<file path="src/core/eipf_pkg.sv">
package eipf_pkg;
  // Number of maskable request sources handled here
  localparam int NUM_REQ = 7;
  // Source indices
  localparam int SRC_A = 0;
  localparam int SRC_B = 1;
  localparam int SRC_C = 2;
  localparam int SRC_D = 3;
  localparam int SRC_E = 4;
  localparam int SRC_F = 5;
  localparam int SRC_G = 6;
  // Interrupt types borrowed from the DMA channels
  localparam logic [7:0] TYPE_DMA_A = 8'h0a;
  localparam logic [7:0] TYPE_DMA_B = 8'h0b;
  // Vector types of the general request lines
  localparam logic [7:0] TYPE_LINE_A = 8'h0c;
  localparam logic [7:0] TYPE_LINE_B = 8'h0d;
  localparam logic [7:0] TYPE_LINE_C = 8'h0e;
  localparam logic [7:0] TYPE_LINE_D = 8'h0f;
  localparam logic [7:0] TYPE_LINE_E = 8'h11;
  // Position of the demodulator level in the general I/O data word
  localparam int GPIO_DEMOD_BIT = 31;
  // Reset values
  localparam logic [NUM_REQ-1:0] PEND_RST = 7'h00;
  localparam logic [7:0] TYPE_RST = 8'h00;
  // Acknowledge states
  typedef enum logic [1:0] {
    EIPF_IDLE  = 2'b00,
    EIPF_OFFER = 2'b01,
    EIPF_FETCH = 2'b11
  } eipf_state_t;
endpackage : eipf_pkg

</file>
<file path="src/core/eipf_line.sv">
`timescale 1ns/1ns
`default_nettype none
// ==========================================================
// One request line: sync, edge or level detect, pending flag
module eipf_line (
  input  wire logic clk,
  input  wire logic resetn,
  input  wire logic req_in,
  input  wire logic level_mode,
  input  wire logic fall_edge,
  input  wire logic clear,
  output var  logic pending,
  output var  logic sync_level
);
  logic s1_reg, s1_next;
  logic s2_reg, s2_next;
  logic s3_reg, s3_next;
  logic pend_reg, pend_next;
  logic event_hit;

  // Two flops resynchronise; the third only feeds the edge detector
  always_comb begin
    s1_next   = req_in;
    s2_next   = s1_reg;
    s3_next   = s2_reg;
    event_hit = fall_edge ? (s3_reg & ~s2_reg) : (s2_reg & ~s3_reg);
    // Set wins over clear so an edge on the ack cycle is kept
    if (level_mode) begin
      pend_next = s2_reg;
    end else if (event_hit) begin
      pend_next = 1'b1;
    end else if (clear) begin
      pend_next = 1'b0;
    end else begin
      pend_next = pend_reg;
    end
  end

  // Register stage
  always_ff @(posedge clk) begin
    if (!resetn) begin
      s1_reg   <= 1'b0;
      s2_reg   <= 1'b0;
      s3_reg   <= 1'b0;
      pend_reg <= 1'b0;
    end else begin
      s1_reg   <= s1_next;
      s2_reg   <= s2_next;
      s3_reg   <= s3_next;
      pend_reg <= pend_next;
    end
  end

  assign pending    = pend_reg;
  assign sync_level = s2_reg;
endmodule : eipf_line
`default_nettype wire

</file>
<file path="src/core/eipf_top.sv">
`timescale 1ns/1ns
`default_nettype none
module eipf_top (
  input  wire logic        clk,
  input  wire logic        resetn,
  // Request pins
  input  wire logic        ext_req_line_a,
  input  wire logic        ext_req_line_b,
  input  wire logic        ext_req_line_c_i,
  output var  logic        ext_req_line_c_o,
  output var  logic        ext_req_line_c_oe,
  input  wire logic        ext_req_line_d_i,
  output var  logic        ext_req_line_d_o,
  output var  logic        ext_req_line_d_oe,
  input  wire logic        ext_req_line_e,
  input  wire logic        shared_req_line_f,
  input  wire logic        shared_req_line_g,
  input  wire logic        timer_input_a,
  input  wire logic        timer_input_b,
  // Configuration
  input  wire logic [4:0]  level_mode,
  input  wire logic [6:0]  mask,
  input  wire logic        cascade_a_en,
  input  wire logic        cascade_b_en,
  input  wire logic        slave_mode,
  input  wire logic        demod_en,
  input  wire logic        timer_a_is_gpio,
  input  wire logic        timer_b_is_gpio,
  input  wire logic        line_e_is_gpio,
  input  wire logic        dma_a_ext_sync,
  input  wire logic        dma_b_ext_sync,
  // Slave mode pins and type bus
  input  wire logic        slave_select,
  output var  logic        slave_irq,
  input  wire logic [7:0]  ad_type_in,
  // Core side
  output var  logic        core_req,
  output var  logic [7:0]  core_type,
  input  wire logic        core_ack,
  output var  logic        slave_irq_req,
  // Routed outputs
  output var  logic        timer_in_a_int,
  output var  logic        timer_in_b_int,
  output var  logic        dma_req_a_sync,
  output var  logic        dma_req_b_sync,
  output var  logic        gpio_bit_thirty_one,
  input  wire logic        dma_request_ch_a,
  input  wire logic        dma_request_ch_b,
  input  wire logic        slave_irq_set
);
  // ========================================================
  // Input muxing
  logic [6:0] raw_req;
  logic [6:0] pend;
  logic [6:0] sync_lvl;
  logic [6:0] clr;
  logic [6:0] lvl_sel;
  logic [6:0] fall_sel;
  logic [6:0] enable;
  logic       casc_a;
  logic       casc_b;

  assign casc_a = cascade_a_en & ~slave_mode;
  assign casc_b = cascade_b_en & ~slave_mode;

  // Demodulator shares the line c pin; line e takes its falling edge
  always_comb begin
    raw_req = {shared_req_line_g, shared_req_line_f, ext_req_line_e, ext_req_line_d_i,
               ext_req_line_c_i, ext_req_line_b, ext_req_line_a};
    lvl_sel  = {2'b00, level_mode};
    fall_sel = 7'h00;
    if (demod_en) begin
      raw_req[eipf_pkg::SRC_E] = ext_req_line_c_i;
      lvl_sel[eipf_pkg::SRC_E] = 1'b0;
      lvl_sel[eipf_pkg::SRC_C] = 1'b0;
      fall_sel[eipf_pkg::SRC_E] = 1'b1;
    end
    if (casc_a) begin
      raw_req[eipf_pkg::SRC_C] = 1'b0;
    end
    // Line d pin is an output in cascade b and slave mode, never its own request
    if (casc_b || slave_mode) begin
      raw_req[eipf_pkg::SRC_D] = 1'b0;
    end
  end

  // Shared lines serve as interrupts only without DMA sync
  always_comb begin
    enable = 7'h7f;
    enable[eipf_pkg::SRC_F] = ~dma_a_ext_sync;
    enable[eipf_pkg::SRC_G] = ~dma_b_ext_sync;
    enable[eipf_pkg::SRC_B] = ~slave_mode;                  // Pin acts as select
  end

  // ========================================================
  // Per-line recognisers
  genvar gi;
  generate
    for (gi = 0; gi < eipf_pkg::NUM_REQ; gi++) begin : g_line
      eipf_line u_line (
        .clk        (clk),
        .resetn     (resetn),
        .req_in     (raw_req[gi] & enable[gi]),
        .level_mode (lvl_sel[gi]),
        .fall_edge  (fall_sel[gi]),
        .clear      (clr[gi]),
        .pending    (pend[gi]),
        .sync_level (sync_lvl[gi])
      );
    end
  endgenerate

  // ========================================================
  // Priority select and acknowledge sequencing
  eipf_pkg::eipf_state_t state_reg, state_next;
  logic [2:0] src_reg, src_next;
  logic [7:0] type_reg, type_next;
  logic       ack_a_reg, ack_a_next;
  logic       ack_b_reg, ack_b_next;
  logic [6:0] live;
  logic [2:0] win;
  logic       any;
  logic [7:0] win_type;

  assign live = pend & ~mask;

  // Lowest index wins
  always_comb begin
    win = 3'd0;
    any = 1'b0;
    for (int i = eipf_pkg::NUM_REQ - 1; i >= 0; i--) begin
      if (live[i]) begin
        win = 3'(i);
        any = 1'b1;
      end
    end
    unique case (win)
      3'd0:    win_type = eipf_pkg::TYPE_LINE_A;
      3'd1:    win_type = eipf_pkg::TYPE_LINE_B;
      3'd2:    win_type = eipf_pkg::TYPE_LINE_C;
      3'd3:    win_type = eipf_pkg::TYPE_LINE_D;
      3'd4:    win_type = eipf_pkg::TYPE_LINE_E;
      3'd5:    win_type = eipf_pkg::TYPE_DMA_A;
      3'd6:    win_type = eipf_pkg::TYPE_DMA_B;
      default: win_type = eipf_pkg::TYPE_RST;
    endcase
  end

  // Cascaded and slave sources wait for an external type before offering
  always_comb begin
    state_next = state_reg;
    src_next   = src_reg;
    type_next  = type_reg;
    ack_a_next = 1'b0;
    ack_b_next = 1'b0;
    clr        = 7'h00;
    unique case (state_reg)
      eipf_pkg::EIPF_IDLE: begin
        if (any) begin
          src_next  = win;
          type_next = win_type;
          if ((win == 3'd0 && (casc_a || slave_mode)) || (win == 3'd1 && casc_b)) begin
            state_next = eipf_pkg::EIPF_FETCH;
          end else begin
            state_next = eipf_pkg::EIPF_OFFER;
          end
        end
      end
      eipf_pkg::EIPF_FETCH: begin
        ack_a_next = (src_reg == 3'd0) & casc_a;
        ack_b_next = (src_reg == 3'd1) & casc_b;
        // Type is latched from the bus: cascade peer or master select
        if ((slave_mode && slave_select) || (!slave_mode && (ack_a_reg || ack_b_reg))) begin
          type_next  = ad_type_in;
          state_next = eipf_pkg::EIPF_OFFER;
        end else if (!slave_mode && !ack_a_next && !ack_b_next) begin
          // Mode left while waiting: offer the line's own type rather than hang
          state_next = eipf_pkg::EIPF_OFFER;
        end
      end
      eipf_pkg::EIPF_OFFER: begin
        if (core_ack) begin
          clr[src_reg] = 1'b1;
          state_next   = eipf_pkg::EIPF_IDLE;
        end
      end
      default: state_next = eipf_pkg::EIPF_IDLE;
    endcase
  end

  // Register stage
  always_ff @(posedge clk) begin
    if (!resetn) begin
      state_reg <= eipf_pkg::EIPF_IDLE;
      src_reg   <= 3'd0;
      type_reg  <= eipf_pkg::TYPE_RST;
      ack_a_reg <= 1'b0;
      ack_b_reg <= 1'b0;
    end else begin
      state_reg <= state_next;
      src_reg   <= src_next;
      type_reg  <= type_next;
      ack_a_reg <= ack_a_next;
      ack_b_reg <= ack_b_next;
    end
  end

  // ========================================================
  // Outputs
  logic slave_irq_reg_q;
  logic dma_a_s1_reg, sync_dma_a_reg, dma_b_s1_reg, sync_dma_b_reg;
  assign core_req  = (state_reg == eipf_pkg::EIPF_OFFER);
  assign core_type = type_reg;
  // Line c is driven only as a cascade acknowledge; line d also carries the slave request in slave mode
  assign ext_req_line_c_o  = ack_a_reg;
  assign ext_req_line_c_oe = casc_a;
  assign ext_req_line_d_o  = slave_mode ? slave_irq_reg_q : ack_b_reg;
  assign ext_req_line_d_oe = casc_b | slave_mode;
  assign slave_irq_reg_q = slave_irq_set & slave_mode;
  assign slave_irq       = slave_irq_reg_q;
  assign slave_irq_req   = slave_irq_reg_q;
  // Timer input a follows the demodulator and b its inverse when it is enabled, else the timer pins unless they are GPIO
  assign timer_in_a_int = demod_en ? ext_req_line_c_i : (timer_a_is_gpio ? 1'b0 : timer_input_a);
  assign timer_in_b_int = demod_en ? ~ext_req_line_c_i : (timer_b_is_gpio ? 1'b0 : timer_input_b);
  assign gpio_bit_thirty_one = ext_req_line_c_i;
  assign dma_req_a_sync = sync_dma_a_reg;
  assign dma_req_b_sync = sync_dma_b_reg;
  // Level requests are synchronised but never latched
  always_ff @(posedge clk) begin
    if (!resetn) begin
      dma_a_s1_reg   <= 1'b0;
      sync_dma_a_reg <= 1'b0;
      dma_b_s1_reg   <= 1'b0;
      sync_dma_b_reg <= 1'b0;
    end else begin
      dma_a_s1_reg   <= dma_request_ch_a;
      sync_dma_a_reg <= dma_a_s1_reg;
      dma_b_s1_reg   <= dma_request_ch_b;
      sync_dma_b_reg <= dma_b_s1_reg;
    end
  end
endmodule : eipf_top
`default_nettype wire

</file>
<file path="config.mk">
export PLATFORM = sky130hd
export DESIGN_NAME = eipf_top
export DESIGN_NICKNAME = d
export VERILOG_FILES = /design/src/core/eipf_pkg.sv /design/src/core/eipf_line.sv /design/src/core/eipf_top.sv
export SDC_FILE = /design/constraint.sdc
export NUM_CORES = 1
export LEC_CHECK = 0
export BUFFER_PORTS_ARGS = -buffer_cell sky130_fd_sc_hd__buf_2
export CAP_MARGIN = 20
export CORE_UTILIZATION = 52
export CTS_BUF_LIST = sky130_fd_sc_hd__clkbuf_4
export DETAILED_ROUTE_END_ITERATION = 10
export PLACE_DENSITY = 0.82
export SETUP_SLACK_MARGIN = 0.05
export SLEW_MARGIN = 25
export SYNTH_ARGS = -nofsm -noshare
export SYNTH_HDL_FRONTEND = slang
export SYNTH_SLANG_ARGS = --single-unit
</file>
<file path="constraint.sdc">
create_clock -name clk -period 2.3 [get_ports clk]
set_input_delay 0.46 -clock clk [delete_from_list [all_inputs] [get_ports clk]]
set_output_delay 0.46 -clock clk [all_outputs]
set_load 0.02 [all_outputs]
</file>
==> out/results.ini <==
[drt]
firstDrtPassIters = 4
highest_layer = met4
dr_total_vias = 1768
ant_nets = 0
wl_um = 4022
wl_met3_um = 252
wl_per_cell_um = 12.01
remaining_drc_errors = 0
drt-initial-drc-count = 47
vias_per_cell = 5.278
wl_met2_um = 1813
wl_met1_um = 1913

[pwr]
switchingPower_mw = 0.5932
leakagePower_nw = 1.088
power.share.clock_pct = 20.8
pwr-share-comb_pct = 29.4
p_sw_share_pct = 32.51
p_seq_share_pct = 49.8
vdd_ir_drop_max_uv = 475.0
power_density_nw_per_um2 = 755.7
total_power_mw = 1.825
internal-power_mw = 1.232

[grt]
grt_antenna_before_repair = 0
gr-total-overflow = 0
grt_max_degree = 36
first_global_vias = 1613
grt_pass1_wl_um = 6844
track_usage_pct = 21.36

[sta]
tns_ns = 0
fmax_ghz = 0.5159
fin_hold_ws_ns = 0.2305
worstMarginPinSlew_ns = 0.5354
setup_viol = 0
fin_ws_ns = 0.3617
slew_headroom_pct = 64.03
min_period_over_period_pct = 84.27
fin_skew_ns = 0.01143
period_needed_ns = 1.938
rsz0062_at_grt = false
hold_viol_final = 0
drv_slew = 0

[clock_network]
postCtsSetupBuffers = 0
cts.htree.levels = 2
cts_made_buffers = 5
cts_root_buf = clkbuf_4
cts.path.max_buffers = 2
cts_sinks = 47
clkLatencyLatePin_ns = 0.36
clk_pin_slew_ns = 0.13
hold_buffers = 0
ctsResizeCount = 0
cts_tree = yes

[worst_setup_path]
regToRegSetupSlack_ns = 0.36
worstPathMaxFanout = 7
crit_path_end_kind = flop
cp_top_family = simple AND/OR/NAND/NOR gates
crit_slowest_cell = or4_1
start_kind = flop
required_ns = 2.57
critPathKind = flop to flop
cp_num_buf_inv = 0
critPathArrivalTime_ns = 2.21
slowest_delay_ns = 0.52
crit_chain = nor2b_1 > nor4_4 > nand2_2 > or4_1 > a41o_1

[yosys]
synth_top_family_by_area = simple AND/OR/NAND/NOR gates
synth-main-ff-cell = dfxtp_1
synthXorXnorAreaFrac_pct = 0
synth_edf_count = 0
synth_cell_types = 44
syn_inst = 224
synth-simple-area-share_pct = 27.21
synthMuxAreaShare_pct = 2.989
ys_ff_latch = 47
synth-compound-area-share_pct = 15.82
synth.cell_area_um2 = 2009
synthesis.nets = 272
synth-adder-area-share_pct = 1.868
postSynthAreaPerCell_um2 = 8.971
async_reset_ff_share_pct = 0
yosysSeqAreaShare_pct = 46.82
yosys_warnings = 0

[hold_path]
hold_class = primary input to flop

[cells_and_area]
final_cells = 335
antenna_cells = 0
mostFrequentLayoutCells = buf_2 (63), dfxtp_1 (47), and2_1 (19)
mostFrequentLayoutCell = buf_2
drive_gt1_share_pct = 27.53
final_util_pct = 65.47
nets = 334
largest_reg_flops = 8
syn2layout_area_growth_pct = 20.17
design_area_um2 = 2415

[placed_design]
gp_congestion = 0.9165
dp_hpwl_um = 3076
dp.cells = 327
place_area_um2 = 2357
io_buffers = 63
place_ws_ns = 0.1795

[die]
die_y_um = 64.17
initial_utilization_pct = 54.48
dieArea_um2 = 4117
rows = 22
coreArea_um2 = 3689
pin_count = 65
die_x_um = 64.17

[run_status]
status = complete, no violations

[job]
cap_violations = 0

[synth_stat cells (4+ instances only)]
master / count / area, um^2
nand3_1: 8 / 40.04
a21oi_1: 8 / 40.04
and2_1: 19 / 118.9
nand2_1: 17 / 63.81
dfxtp_1: 47 / 940.9
a31oi_1: 4 / 25.02
o21ai_0: 9 / 45.04
nand2b_1: 14 / 87.58
clkbuf_1: 8 / 30.03
mux2i_1: 6 / 60.06
nor2b_1: 6 / 37.54
nor3_1: 4 / 20.02
nor2_1: 13 / 48.80
inv_1: 15 / 56.30
[path summary, 6_finish.rpt]
path / from / endpoint / depth (start not counted)
min reg2reg: dma_b_s1_reg / dma_req_b_sync / 1
max reg2reg: g_line[2].u_line.pending / core_type[3] / 5
min: dma_b_ext_sync / g_line[6].u_line.s1_reg / 2
max: g_line[2].u_line.pending / core_type[3] / 5
[cell families after synthesis]
| logic type | after synthesis |
|---|---|
| muxes | 6 |
| AOI/OAI and AO/OA | 46 |
| adders and majority gates | 3 |
| DFF | 47 |
| buffers and inverters | 26 |
| and+or+nand+nor | 96 |
[area by class of cell]
cell class | count | area (um^2)
fill | 331 | 1274
clock inverter | 3 | 20.02
tap | 48 | 60.06
multi-input combinational | 151 | 962.2
inverter | 15 | 56.30
clock buffer | 5 | 37.54
timing repair buffer | 66 | 337.8
sequential | 47 | 940.9
[power groups by stage]
stage,combinational (mW),sequential (mW),clock (mW)
after CTS,0.538,0.909,0.385
after detailed placement,0.537,0.927,0
after global routing,0.595,0.918,0.427
after global placement,0.527,0.926,0
final,0.537,0.909,0.379
after floorplan,0.357,0.955,0
[per-layer routing]
layer  vias to the layer above  global-route usage, %
li1                        898                      -
met1                       804                  25.39
met2                        61                  37.50
met3                         5                  5.536
met4                         0                  6.389
met5                         -                      0
No activity file was read; power rests on OpenSTA's default activity.
